### src/rtl/dsadc_pkg.sv
// Package for the dual-slope converter control block: offsets, resets, timing.
// Assumes a 10 MHz system clock and 4-bit registers on an 8-bit address port.
package dsadc_pkg;
	localparam logic [7:0] ADDR_DONE_FLAG  = 8'hc4;
	localparam logic [7:0] ADDR_IRQ_MASK   = 8'hc8;
	localparam logic [7:0] ADDR_POWER_CTRL = 8'hf0;
	localparam logic [7:0] ADDR_RESOLUTION = 8'hf3;
	localparam logic [7:0] ADDR_PAIR_MODE  = 8'hf4;
	localparam logic [7:0] ADDR_INPUT_LOW  = 8'hf5;
	localparam logic [7:0] ADDR_CLEAR_RUN  = 8'hf6;
	localparam logic [7:0] ADDR_COUNT_0    = 8'hf7;
	localparam logic [7:0] ADDR_COUNT_1    = 8'hf8;
	localparam logic [7:0] ADDR_COUNT_2    = 8'hf9;
	localparam logic [7:0] ADDR_COUNT_TOP  = 8'hfa;
	localparam logic [7:0] ADDR_VALIDITY   = 8'hfb;

	localparam int unsigned BIT_CONV_MASK    = 2;
	localparam int unsigned BIT_RUN          = 3;
	localparam int unsigned BIT_POLARITY     = 1;
	localparam logic [3:0]  RESET_NIBBLE     = 4'h0;

	localparam int unsigned CLK_HZ           = 10_000_000;
	// Full-resolution (slowest setting) conversion time in microseconds; others halve it per step
	localparam int unsigned CONV_TIME_US     = 500_000;
	localparam int unsigned CONV_CYCLES      = CONV_TIME_US / 1_000_000 * CLK_HZ
		+ (CONV_TIME_US % 1_000_000) * (CLK_HZ / 1_000_000);
	localparam logic [12:0] FULL_COUNTS      = 13'h1998;
	// Fastest setting does not follow the halving pattern
	localparam logic [12:0] FAST_COUNTS      = 13'h0334;

	typedef enum logic [1:0] {ST_IDLE, ST_INTEGRATE, ST_DEINTEGRATE} conv_state_t;

	typedef struct packed {
		logic       ground_drive_sel_hi;
		logic       ground_drive_sel_lo;
		logic       vref_adjust_on;
		logic       vref_internal_on;
	} power_ctrl_t;

	typedef struct packed {
		logic [12:0] count_value;
		logic        polarity_bit;
	} result_t;
endpackage : dsadc_pkg

### src/rtl/dual_slope_adc_control.sv
// Dual-slope converter control: register file, conversion sequencer, readout.
// Assumes a comparator input from the analogue integrator and one-cycle strobes.
// Behaviour
// - Done flag bit 0 reads 1 when set, clears on read, resets 0.
// - Mask bits: converter 2, serial 1, timer 0; 1 enables; bit 3 zero.
// - Unused bits read 0 and ignore writes.
// - Ground drive field bits 3:2: off, x1, x2, x4; resets 00.
// - Power bit 0 selects internal reference when 1; resets 0.
// - Power bit 1 turns reference adjustment on; resets 0.
// - Resolution field picks counts and time, halving per step except fastest counts; resets 00.
// - Pair-mode register bits select differential/resistance per input pair.
// - Inputs 0-3 enables in one register, input 4 in clear/run bit 0.
// - Clear/run bit 3 read/write, resets 0, runs converter when 1.
// - Thirteen-bit count over four read-only nibbles, bit 12 in top bit 0.
// - Polarity detected automatically, top register bit 1, 1 positive.
// - Dual-slope conversion with software-selectable time and resolution.
// - Writing 1 to clear/run resets counter and state, starts conversion.
// - End of reverse integration sets flag; irq only when mask set.
// - Reads lowest to highest, validity reads 1 when data invalid.
`timescale 1ns/1ns
`default_nettype none
module dual_slope_adc_control
	import dsadc_pkg::*;
#(
	parameter int unsigned CONV_CYCLES_P = CONV_CYCLES
)(
	input  wire logic       clk_sys,
	input  wire logic       resetn,
	input  wire logic       clk_en,
	input  wire logic [7:0] addr,
	input  wire logic [3:0] wdata,
	input  wire logic       wr_strobe,
	input  wire logic       rd_strobe,
	output logic      [3:0] rdata,
	input  wire logic       comparator_pos,
	input  wire logic       integrator_zero,
	output logic            conv_irq,
	output logic            serial_irq_mask,
	output logic            prog_timer_irq_mask,
	output logic      [1:0] ground_sel,
	output logic            vref_internal_on,
	output logic            vref_adjust_on,
	output logic      [3:0] pair_mode,
	output logic      [4:0] input_enable,
	output logic            integrate_input,
	output logic            integrate_reference,
	output logic            reference_sign
);

////////////////////////////////////////////////////////////////////////////////

	typedef struct packed {
		logic        conv_done_flag;
		logic [2:0]  irq_mask;
		power_ctrl_t power;
		logic [1:0]  resolution;
		logic [3:0]  pair_mode;
		logic [4:0]  input_enable;
		logic        conv_clear_run;
		conv_state_t state;
		logic [22:0] timer;
		logic [12:0] counter;
		logic        sign;
		result_t     result;
		logic        readout_invalid;
		logic        read_seq_ok;
		logic        changed_during_read;
		logic [3:0]  rdata;
	} state_t;

	state_t cur;
	state_t nxt;

	logic [22:0] int_cycles;
	logic [12:0] max_counts;
	logic [3:0]  read_mux;
	logic        conv_complete;

	// Integration period and count ceiling scale by the resolution field
	always_comb
	begin
		// Shift amount widened so the fastest setting does not wrap to zero
		int_cycles = 23'(CONV_CYCLES_P >> ({1'b0, cur.resolution} + 3'd1));
		if (cur.resolution == 2'd3)
			max_counts = FAST_COUNTS;
		else
			max_counts = 13'(FULL_COUNTS >> cur.resolution);
	end

	always_comb
	begin
		read_mux = 4'h0;
		unique case (addr)
			ADDR_DONE_FLAG:  read_mux = {3'h0, cur.conv_done_flag};
			ADDR_IRQ_MASK:   read_mux = {1'b0, cur.irq_mask};
			ADDR_POWER_CTRL: read_mux = cur.power;
			ADDR_RESOLUTION: read_mux = {2'h0, cur.resolution};
			ADDR_PAIR_MODE:  read_mux = cur.pair_mode;
			ADDR_INPUT_LOW:  read_mux = cur.input_enable[3:0];
			ADDR_CLEAR_RUN:  read_mux = {cur.conv_clear_run, 2'h0, cur.input_enable[4]};
			ADDR_COUNT_0:    read_mux = cur.result.count_value[3:0];
			ADDR_COUNT_1:    read_mux = cur.result.count_value[7:4];
			ADDR_COUNT_2:    read_mux = cur.result.count_value[11:8];
			ADDR_COUNT_TOP:  read_mux = {2'h0, cur.result.polarity_bit, cur.result.count_value[12]};
			ADDR_VALIDITY:   read_mux = {3'h0, cur.readout_invalid};
			default:         read_mux = 4'h0;
		endcase
	end

////////////////////////////////////////////////////////////////////////////////

	always_comb
	begin
		nxt = cur;
		conv_complete = 1'b0;
		nxt.rdata = rd_strobe ? read_mux : 4'h0;

		// Sequencer: run-up for a fixed time, then run-down until zero crossing or the count ceiling
		unique case (cur.state)
			ST_IDLE:
			begin
				nxt.timer = 23'h0;
			end
			ST_INTEGRATE:
			begin
				nxt.timer = cur.timer + 23'h1;
				if (cur.timer + 23'h1 >= int_cycles)
				begin
					nxt.state   = ST_DEINTEGRATE;
					nxt.sign    = comparator_pos;
					nxt.counter = 13'h0;
				end
			end
			ST_DEINTEGRATE:
			begin
				nxt.counter = cur.counter + 13'h1;
				if (integrator_zero || cur.counter + 13'h1 >= max_counts)
				begin
					nxt.state                = ST_INTEGRATE;
					nxt.timer                = 23'h0;
					nxt.result.count_value   = integrator_zero ? cur.counter : max_counts;
					nxt.result.polarity_bit  = cur.sign;
					nxt.conv_done_flag       = 1'b1;
					conv_complete            = 1'b1;
					nxt.changed_during_read  = 1'b1;
				end
			end
			default:
				nxt.state = ST_IDLE;
		endcase

		// Readout sequence tracking: a new result mid-sequence marks it invalid
		if (rd_strobe)
		begin
			if (addr == ADDR_COUNT_0)
			begin
				nxt.read_seq_ok         = 1'b1;
				nxt.changed_during_read = 1'b0;
			end
			else if (addr == ADDR_VALIDITY)
				nxt.read_seq_ok = 1'b0;
			if (addr == ADDR_COUNT_TOP)
				nxt.readout_invalid = !cur.read_seq_ok || cur.changed_during_read;
		end

		// Read clears the flag, but a completion in the same cycle wins
		if (rd_strobe && addr == ADDR_DONE_FLAG && !conv_complete)
			nxt.conv_done_flag = 1'b0;

		if (wr_strobe)
		begin
			unique case (addr)
				ADDR_IRQ_MASK:   nxt.irq_mask = wdata[2:0];
				ADDR_POWER_CTRL: nxt.power = wdata;
				ADDR_RESOLUTION: nxt.resolution = wdata[1:0];
				ADDR_PAIR_MODE:  nxt.pair_mode = wdata;
				ADDR_INPUT_LOW:  nxt.input_enable[3:0] = wdata[3:0];
				ADDR_CLEAR_RUN:
				begin
					nxt.input_enable[4] = wdata[0];
					nxt.conv_clear_run  = wdata[BIT_RUN];
					if (wdata[BIT_RUN])
					begin
						nxt.state   = ST_INTEGRATE;
						nxt.timer   = 23'h0;
						nxt.counter = 13'h0;
					end
					else
						nxt.state = ST_IDLE;
				end
				default: ;
			endcase
		end
	end

	always_ff @(posedge clk_sys or negedge resetn)
	begin
		if (!resetn)
			cur <= '0;
		else if (clk_en)
			cur <= nxt;
	end

////////////////////////////////////////////////////////////////////////////////

	assign rdata               = cur.rdata;
	assign conv_irq            = cur.conv_done_flag & cur.irq_mask[BIT_CONV_MASK];
	assign serial_irq_mask     = cur.irq_mask[1];
	assign prog_timer_irq_mask = cur.irq_mask[0];
	assign ground_sel          = {cur.power.ground_drive_sel_hi, cur.power.ground_drive_sel_lo};
	assign vref_internal_on    = cur.power.vref_internal_on;
	assign vref_adjust_on      = cur.power.vref_adjust_on;
	assign pair_mode           = cur.pair_mode;
	assign input_enable        = cur.input_enable;
	assign integrate_input     = cur.state == ST_INTEGRATE;
	assign integrate_reference = cur.state == ST_DEINTEGRATE;
	assign reference_sign      = cur.sign;

////////////////////////////////////////////////////////////////////////////////

	chk_flag_read_clear: assert property (@(posedge clk_sys) disable iff (!resetn)
		clk_en && rd_strobe && addr == ADDR_DONE_FLAG && cur.state != ST_DEINTEGRATE
		|=> !cur.conv_done_flag)
		else $error("done flag not cleared by read");

	chk_read_data_flag: assert property (@(posedge clk_sys) disable iff (!resetn)
		clk_en && rd_strobe && addr == ADDR_DONE_FLAG |=> rdata == {3'h0, $past(cur.conv_done_flag)})
		else $error("done flag read wrong");

	chk_mask_top_zero: assert property (@(posedge clk_sys) disable iff (!resetn)
		clk_en && rd_strobe && addr == ADDR_IRQ_MASK |=> rdata[3] == 1'b0)
		else $error("mask bit 3 not zero");

	chk_unused_bits_zero: assert property (@(posedge clk_sys) disable iff (!resetn)
		clk_en && rd_strobe && addr == ADDR_CLEAR_RUN |=> rdata[2:1] == 2'h0)
		else $error("unused bits not zero");

	chk_ground_drive_out: assert property (@(posedge clk_sys) disable iff (!resetn)
		clk_en && wr_strobe && addr == ADDR_POWER_CTRL |=> ground_sel == $past(wdata[3:2]))
		else $error("ground drive not updated");

	chk_vref_bits_out: assert property (@(posedge clk_sys) disable iff (!resetn)
		clk_en && wr_strobe && addr == ADDR_POWER_CTRL
		|=> vref_internal_on == $past(wdata[0]) && vref_adjust_on == $past(wdata[1]))
		else $error("reference bits not updated");

	chk_run_restart: assert property (@(posedge clk_sys) disable iff (!resetn)
		clk_en && wr_strobe && addr == ADDR_CLEAR_RUN && wdata[3]
		|=> integrate_input && cur.timer == 23'h0)
		else $error("clear/run did not restart");

	chk_run_stop: assert property (@(posedge clk_sys) disable iff (!resetn)
		clk_en && wr_strobe && addr == ADDR_CLEAR_RUN && !wdata[3] |=> cur.state == ST_IDLE)
		else $error("converter not stopped");

	chk_irq_masked: assert property (@(posedge clk_sys) disable iff (!resetn)
		!cur.irq_mask[BIT_CONV_MASK] |-> !conv_irq)
		else $error("interrupt raised while masked");

	chk_done_sets_flag: assert property (@(posedge clk_sys) disable iff (!resetn)
		clk_en && cur.state == ST_DEINTEGRATE && integrator_zero && !wr_strobe
		|=> cur.conv_done_flag && cur.result.count_value == $past(cur.counter))
		else $error("completion not latched");

	chk_ro_write_ignored: assert property (@(posedge clk_sys) disable iff (!resetn)
		clk_en && wr_strobe && addr == ADDR_COUNT_0 && cur.state == ST_IDLE
		|=> $stable(cur.result))
		else $error("read-only write changed result");

////////////////////////////////////////////////////////////////////////////////
// Read path, write path and sequencer checks

	chk_rdata_idle_zero: assert property (@(posedge clk_sys) disable iff (!resetn)
		clk_en && !rd_strobe |=> rdata == 4'h0)
		else $error("read data not zero without read");

	chk_read_power_bits: assert property (@(posedge clk_sys) disable iff (!resetn)
		clk_en && rd_strobe && addr == ADDR_POWER_CTRL
		|=> rdata == $past({ground_sel, vref_adjust_on, vref_internal_on}))
		else $error("power register read wrong");

	chk_read_res_unused: assert property (@(posedge clk_sys) disable iff (!resetn)
		clk_en && rd_strobe && addr == ADDR_RESOLUTION |=> rdata[3:2] == 2'h0)
		else $error("resolution unused bits not zero");

	chk_read_pair_mode: assert property (@(posedge clk_sys) disable iff (!resetn)
		clk_en && rd_strobe && addr == ADDR_PAIR_MODE |=> rdata == $past(pair_mode))
		else $error("pair mode read wrong");

	chk_read_inputs_low: assert property (@(posedge clk_sys) disable iff (!resetn)
		clk_en && rd_strobe && addr == ADDR_INPUT_LOW |=> rdata == $past(input_enable[3:0]))
		else $error("input enables read wrong");

	chk_read_input_four: assert property (@(posedge clk_sys) disable iff (!resetn)
		clk_en && rd_strobe && addr == ADDR_CLEAR_RUN |=> rdata[0] == $past(input_enable[4]))
		else $error("input four read wrong");

	chk_read_run_bit: assert property (@(posedge clk_sys) disable iff (!resetn)
		clk_en && rd_strobe && addr == ADDR_CLEAR_RUN
		|=> rdata[3] == $past(integrate_input || integrate_reference))
		else $error("run bit read wrong");

	chk_read_valid_unused: assert property (@(posedge clk_sys) disable iff (!resetn)
		clk_en && rd_strobe && addr == ADDR_VALIDITY |=> rdata[3:1] == 3'h0)
		else $error("validity unused bits not zero");

	chk_read_top_unused: assert property (@(posedge clk_sys) disable iff (!resetn)
		clk_en && rd_strobe && addr == ADDR_COUNT_TOP |=> rdata[3:2] == 2'h0)
		else $error("count top unused bits not zero");

	chk_unmapped_read: assert property (@(posedge clk_sys) disable iff (!resetn)
		clk_en && rd_strobe && addr < ADDR_DONE_FLAG |=> rdata == 4'h0)
		else $error("unmapped read not zero");

	chk_mask_write_out: assert property (@(posedge clk_sys) disable iff (!resetn)
		clk_en && wr_strobe && addr == ADDR_IRQ_MASK
		|=> {serial_irq_mask, prog_timer_irq_mask} == $past(wdata[1:0]))
		else $error("mask outputs not updated");

	chk_res_write_taken: assert property (@(posedge clk_sys) disable iff (!resetn)
		clk_en && wr_strobe && addr == ADDR_RESOLUTION |=> cur.resolution == $past(wdata[1:0]))
		else $error("resolution not updated");

	chk_pair_write_out: assert property (@(posedge clk_sys) disable iff (!resetn)
		clk_en && wr_strobe && addr == ADDR_PAIR_MODE |=> pair_mode == $past(wdata))
		else $error("pair mode not updated");

	chk_inputs_write_out: assert property (@(posedge clk_sys) disable iff (!resetn)
		clk_en && wr_strobe && addr == ADDR_INPUT_LOW |=> input_enable[3:0] == $past(wdata))
		else $error("input enables not updated");

	chk_input4_write_out: assert property (@(posedge clk_sys) disable iff (!resetn)
		clk_en && wr_strobe && addr == ADDR_CLEAR_RUN |=> input_enable[4] == $past(wdata[0]))
		else $error("input four not updated");

	chk_rundown_after_runup: assert property (@(posedge clk_sys) disable iff (!resetn)
		$rose(integrate_reference) |-> $past(integrate_input))
		else $error("run-down without run-up");

	chk_zero_ends_rundown: assert property (@(posedge clk_sys) disable iff (!resetn)
		clk_en && integrate_reference && integrator_zero && !wr_strobe |=> integrate_input)
		else $error("zero crossing did not end run-down");

	chk_sign_latched: assert property (@(posedge clk_sys) disable iff (!resetn)
		$rose(integrate_reference) |-> reference_sign == $past(comparator_pos))
		else $error("polarity not latched at run-up end");

	chk_frozen_state: assert property (@(posedge clk_sys) disable iff (!resetn)
		!clk_en |=> $stable(cur))
		else $error("state changed while clock enable low");

	chk_flag_set_wins: assert property (@(posedge clk_sys) disable iff (!resetn)
		clk_en && rd_strobe && addr == ADDR_DONE_FLAG && integrate_reference && integrator_zero
		|=> cur.conv_done_flag)
		else $error("read clear beat completion");

	chk_stopped_idle: assert property (@(posedge clk_sys) disable iff (!resetn)
		!cur.conv_clear_run |-> !integrate_input && !integrate_reference)
		else $error("converter active while off");

	chk_invalid_marked: assert property (@(posedge clk_sys) disable iff (!resetn)
		clk_en && rd_strobe && addr == ADDR_COUNT_TOP && !cur.read_seq_ok |=> cur.readout_invalid)
		else $error("out of order read not marked invalid");

	chk_top_write_ignored: assert property (@(posedge clk_sys) disable iff (!resetn)
		clk_en && wr_strobe && addr == ADDR_COUNT_TOP && !integrate_reference
		|=> $stable(cur.result))
		else $error("write to count top changed result");

endmodule : dual_slope_adc_control
`default_nettype wire

### config.mk
export PLATFORM = sky130hd
export DESIGN_NAME = dual_slope_adc_control
export DESIGN_NICKNAME = d
export VERILOG_FILES = /design/src/rtl/dsadc_pkg.sv /design/src/rtl/dual_slope_adc_control.sv
export SDC_FILE = /design/constraint.sdc
export NUM_CORES = 1
export LEC_CHECK = 0
export ABC_CLOCK_PERIOD_IN_PS = 9000
export BUFFER_PORTS_ARGS = -buffer_cell sky130_fd_sc_hd__buf_2
export CORE_MARGIN = 2
export CORE_UTILIZATION = 45
export DETAILED_ROUTE_END_ITERATION = 12
export PLACE_DENSITY = 0.67
export REMOVE_ABC_BUFFERS = 1
export SLEW_MARGIN = 10
export SYNTH_ARGS = -nofsm -noshare
export SYNTH_HDL_FRONTEND = slang
export SYNTH_SLANG_ARGS = --single-unit
### constraint.sdc
create_clock -name clk_sys -period 9 [get_ports clk_sys]
set_input_delay 0.45 -clock clk_sys [delete_from_list [all_inputs] [get_ports clk_sys]]
set_output_delay 0.45 -clock clk_sys [all_outputs]
set_load 0.005 [all_outputs]
* After elaboration in Yosys (flattened, before gate mapping)
Index checks and enable logic that the tools add are counted.
** Operators by class
- $add $sub $neg :: 3
- Order comparisons :: 2
- Equal/unequal tests :: 15
- Shifts and indexed selects :: 2
- Mux-type cells :: 25
- Bitwise logic cells :: 1
- Reductions and logical operators :: 21
** Operators with widths (number)
- equality test 8 bit (second input constant) :: 12
- 2-to-1 mux 38 bit :: 2
- case mux 23 bit (3 select lines) :: 1
- case mux 4 bit (12 select lines) :: 1
- 2-to-1 mux 36 bit :: 1
- AND reduction 3 bit :: 11
- 2-to-1 mux 13 bit :: 2
- case mux 13 bit (2 select lines) :: 1
- 2-to-1 mux 25 bit :: 1
- adder 23 x 1 -> 23 bit (second input constant) :: 1
- greater-or-equal comparator 23 bit :: 1
- >> shifter 23 x 3 -> 23 bit (first input constant) :: 1
- 2-to-1 mux 14 bit :: 1
- adder 13 x 1 -> 13 bit (second input constant) :: 1
- greater-or-equal comparator 13 bit :: 1
- >> shifter 13 x 2 -> 13 bit (first input constant) :: 1
- 2-to-1 mux 1 bit :: 12
- case mux 2 bit (3 select lines) :: 1
- nonzero test 2 bit :: 3
- equality test 2 bit (second input constant) :: 2
- 2-to-1 mux 4 bit :: 1
- adder 2 x 1 -> 3 bit (second input constant) :: 1
- equality test 2 x 1 -> 1 bit (second input constant) :: 1
- logical AND 1 bit :: 2
- other kinds (5) :: 7
** Storage, ports and cells
- Flip-flop bits (word level) :: 80
- Input port bits :: 19
- Output and inout port bits :: 23
- Logic and storage cells :: 90

* Depth between registers and ports, before layout
- Word-level depth :: 10
- Gate-level depth with buffers :: 17

* Worst setup path after synthesis
OpenSTA, ideal clock, no wires.
- Kind :: register to register
- Start point :: register cur[22] in the netlist's numbering
- End point :: register cur[51] in the netlist's numbering
- Library setup time :: 0.072 ns
- Data arrival time :: 3.559 ns
- Path slack :: 5.368 ns
- Cell stages (with the launch flop) :: 17
- Path buffers :: 2
- Clock period less this slack :: 3.632 ns
- Path through :: dfrtp_1 > ha_1 > and3_1 > clkbuf_1 > nand3_1 > nor2_1 > and3_1 > xor2_1 > ha_1 > nand4_1 > nor2_1 > a2111oi_0 > a31oi_1 > o21ai_1 > buf_2 > nor2_1 > nor2_1
** Between the ends
- Longest elaborated chain between the ends :: 8
** Ends and longest elaborated chain
- from (decl) :: RTL line dual_slope_adc_control.sv:71 : state_t cur;
- from (signal assigned) :: RTL line dual_slope_adc_control.sv:201 : cur <= nxt;
- adder 13 x 1 -> 13 bit * :: RTL line dual_slope_adc_control.sv:137 : if (integrator_zero || cur.counter + 13'h1 >= max_counts)
- greater-or-equal comparator 13 bit * :: RTL line dual_slope_adc_control.sv:137
- logical OR 1 bit * :: RTL line dual_slope_adc_control.sv:137
- 2-to-1 mux 25 bit * :: RTL line dual_slope_adc_control.sv:137
- case mux 23 bit (3 select lines) * :: RTL line dual_slope_adc_control.sv:119 : unique case (cur.state)
- 2-to-1 mux 36 bit :: RTL line dual_slope_adc_control.sv:182 : if (wdata[BIT_RUN])
- 2-to-1 mux 38 bit :: RTL line dual_slope_adc_control.sv:172 : unique case (addr)
- 2-to-1 mux 38 bit * :: RTL line dual_slope_adc_control.sv:170 : if (wr_strobe)
Mark *: on every way between the ends. The rest lies on a longest branch, timed or not.
A chain may end at the register's enable or synchronous reset.

* Worst setup path after layout
- Start point :: register cur[22] in the netlist's numbering
- End point :: register cur[41] in the netlist's numbering
Same word-level chain as after synthesis.

==> impl_metrics.toml <==
[finish]
syn_to_final_growth_pct = 8.295
nets = 675
drive_gt1_share_pct = 14.86
finalNonFillerCells = 766
diodes = 0
num-fill-cells = 1138

[job]
cap_violations = 0

[setup_path]
cp.required_ns = 9.23
reg2reg_from = "cur[22]"
cpMaxStageDelayCell = "o21ai_2"
reg2regPathDepth = 14
slowest_delay_ns = 0.68
crit_chain = "ha_1, and3_1, nand3_1, nor2_1, and3_1, xor2_1, ha_1, nand4_1, nor2_1, a2111oi_0, a31oi_1, o21ai_2, o21ai_0, o31ai_1"
cp-start-kind = "register"
crit_path_end_kind = "register"
critPathLaunch = "cur[22]"
rrSetupSlack_ns = 4.65
crit_arrival_ns = 4.58
r2r_end = "cur[41]"
crit_type = "register to register"
crit_path_max_fanout = 17

[die]
dieHeight_um = 114
dieArea_um2 = 13000
initial_utilization_pct = 45.71
boundaryPins = 42
rows = 40
core_um2 = 11910
die_width_um = 114

[place]
portBuffers = 41
hpwl_um = 10270
place_congestion = 0.8985
dp.cells = 750

[route]
totalWireLength_um = 14050
drtIter0Drc = 381
ant_nets = 0
drtPass1Iterations = 5
drc = 0
vias = 4663
viasPerCell = 6.087
routed_wire_length_per_instance_um = 18.34

[yosys]
synth_area_um2 = 5445
syn-instance-count = 604
synth_edf_count = 0
synth_top_area_cell = "dfrtp_1"
yosysSeqAreaShare_pct = 36.76
synth_flop_cell = "dfrtp_1"
syn_area_per_cell_um2 = 9.015
synth.area.top_cells = "dfrtp_1 (37%), ha_1 (9.7%), a21oi_1 (5.3%)"
yosys.cell_types.count = 63
ys_async_sr_fraction_pct = 100.0
synth_top_area_share_pct = 36.76
yosys_warnings = 0
synth-seq-cells = 80

[global_routing]
antenna_found_initial = 0
track_usage_pct = 22.67
grt_max_degree = 81
grt_pass1_wl_um = 23420
grt_pass1_vias = 4548
grt-ovfl-total = 0

[power_and_ir_drop]
total_leakage_power_nw = 2.745
power_frac_clock_pct = 35.0
p_int_w = 0.0006708
switching_share_pct = 30.68
power_frac_comb_pct = 18.8
seqPwrFrac_pct = 46.2
net-switching-power_w = 0.0002969
irDropWorstVdd_mv = 0.08294
power_density_nw_per_um2 = 164.1

[cts]
clk_pin_slew_ns = 0.06
insertion_delay_ns = 0.34
cts_tree = "yes"
htree_levels = 3
clk_path_buf_depth = 2
root_buffer = "clkbuf_16"
cts_resized = 0
cts_buffers = 9
clock-sinks = 80
cts_hold_repair.buffers = 0
cts_setup_buffers = 0

[sta]
slew-limit-headroom_pct = 31.49
hold_violations = 0
period_needed_ns = 4.355
final.setup.tns_ns = 0
hold_ws_ns = 0.2937
finalMaxSlewViolations = 0
rsz0062_at_grt = "no"
fin_crit_sh_pct = 48.38
worst_pin_slew_ns = 1.028
setup_viol = 0
final.setup_skew_ns = 0.004774
fmax_mhz = 229.6

[worst_hold_path]
hp-class = "input pin to async pin"

[status]
outcome = "completed"
## power by group through the flow
stage | Combinational (W) | Sequential [W] | Clock [W]
2_1_floorplan | 0.000117 | 0.000438 | 0
3_3_place_gp | 0.000174 | 0.000451 | 0
3_5_place_dp | 0.000180 | 0.000453 | 0
4_1_cts | 0.000182 | 0.000447 | 0.000345
5_1_grt | 0.000208 | 0.000454 | 0.000357
6_report | 0.000182 | 0.000447 | 0.000339
## cells in the final DEF (no fill, tap or decap), drive strengths merged, types with 8 or more instances in the layout
| cell type | count |
|---|---|
| buf | 43 |
| o31ai | 9 |
| and3 | 11 |
| inv | 21 |
| clkbuf | 13 |
| nor2 | 52 |
| dfrtp | 80 |
| mux2 | 22 |
| xor2 | 16 |
| a31oi | 8 |
| nand2 | 45 |
| ha | 42 |
| nand3 | 32 |
| nor3 | 11 |
| a22o | 11 |
| xnor2 | 15 |
| nor2b | 8 |
| o21ai | 36 |
| nand4 | 13 |
| a21oi | 60 |
## flip-flops by register name (all words and copies together), names as in the netlist
signal and count:
rdata 4, input_enable 5, vref_adjust_on 1, vref_internal_on 1
serial_irq_mask 1, ground_sel 2, reference_sign 1, cur 60
prog_timer_irq_mask 1, pair_mode 4
## per-stage QoR
stage          util (%)  total power [W]  setup WS [ns]  area [µm²]
4_1_cts           49.47        0.0009745          4.277        5893
3_3_place_gp      47.23        0.0006255          4.510        5625
6_report          49.51        0.0009676          4.645        5897
5_1_grt           49.51         0.001019          4.157        5897
3_5_place_dp      47.23        0.0006333          4.279        5625
2_1_floorplan         -        0.0005553          5.260        5213
## cell usage after synthesis, types with 2 or more instances
library cell,instances
a22oi_1,2
nand3b_1,4
a21oi_2,2
nand3_1,32
nand4_1,11
nor4_1,3
inv_1,20
mux2_2,22
ha_1,42
a21o_1,5
a32o_1,3
o31ai_1,9
buf_4,15
o21ai_0,33
o21ai_1,3
buf_2,2
nor2_1,52
a41oi_1,4
and2_1,4
a22o_1,11
nor3_1,10
o2bb2ai_1,4
o21a_1,2
nor3b_1,2
a31oi_2,2
a31oi_1,6
o2111ai_1,2
a21oi_1,58
nor2b_1,8
mux2i_1,4
nand2_1,45
nand2b_1,2
a211oi_1,6
xor2_1,16
o211ai_1,3
buf_1,2
clkbuf_1,23
dfrtp_1,80
and3_1,11
a221oi_1,2
xnor2_1,15
## area by class of cell
class	count	area [µm²]	area share [%]
timing repair buffer	43	222.7	3.777
clock buffer	13	250.2	4.244
sequential	80	2002	33.95
tap	147	183.9	3.119
multi-input combinational	459	3142	53.28
inverter	21	78.83	1.337
clock inverter	3	17.52	0.2971
## layer usage
layer	GRT usage, %	routed length, µm
met2	36.43	6734
met4	6.260	237
met5	0	0
met3	4.782	815
met1	31.14	6261
## worst max-delay path: cells and delay by family (launching register included)
kind            cells  cell delay, ns
flops               1            0.46
simple gates        6            1.13
fa+ha+maj           2            0.52
compound gates      5            1.93
xor+xnor            1            0.19
## kinds of logic (layout without fill, tap and decap cells)
family                     after synthesis  in the layout  share of synthesized area, %
adders and majority gates               42             42                         9.651
buffers and inverters                   65             80                         5.721
xor gates and xnor gates                31             31                         4.986
muxes                                   26             26                         5.285
AOI/OAI and AO/OA                      165            165                         19.42
DFF                                     80             80                         36.76
and+or+nand+nor                        195            195                         18.18
## worst max-delay path by stage
stage / endpoint / slack (ns) / depth (start not counted)
after floorplan: cur[40] / 5.26 / 14
after global placement: cur[53] / 4.51 / 14
after detailed placement: cur[41] / 4.28 / 14
after CTS: cur[41] / 4.28 / 14
after global routing: cur[41] / 4.16 / 14
final: cur[41] / 4.65 / 14
Note: power is estimated with default switching activity, not from simulation.
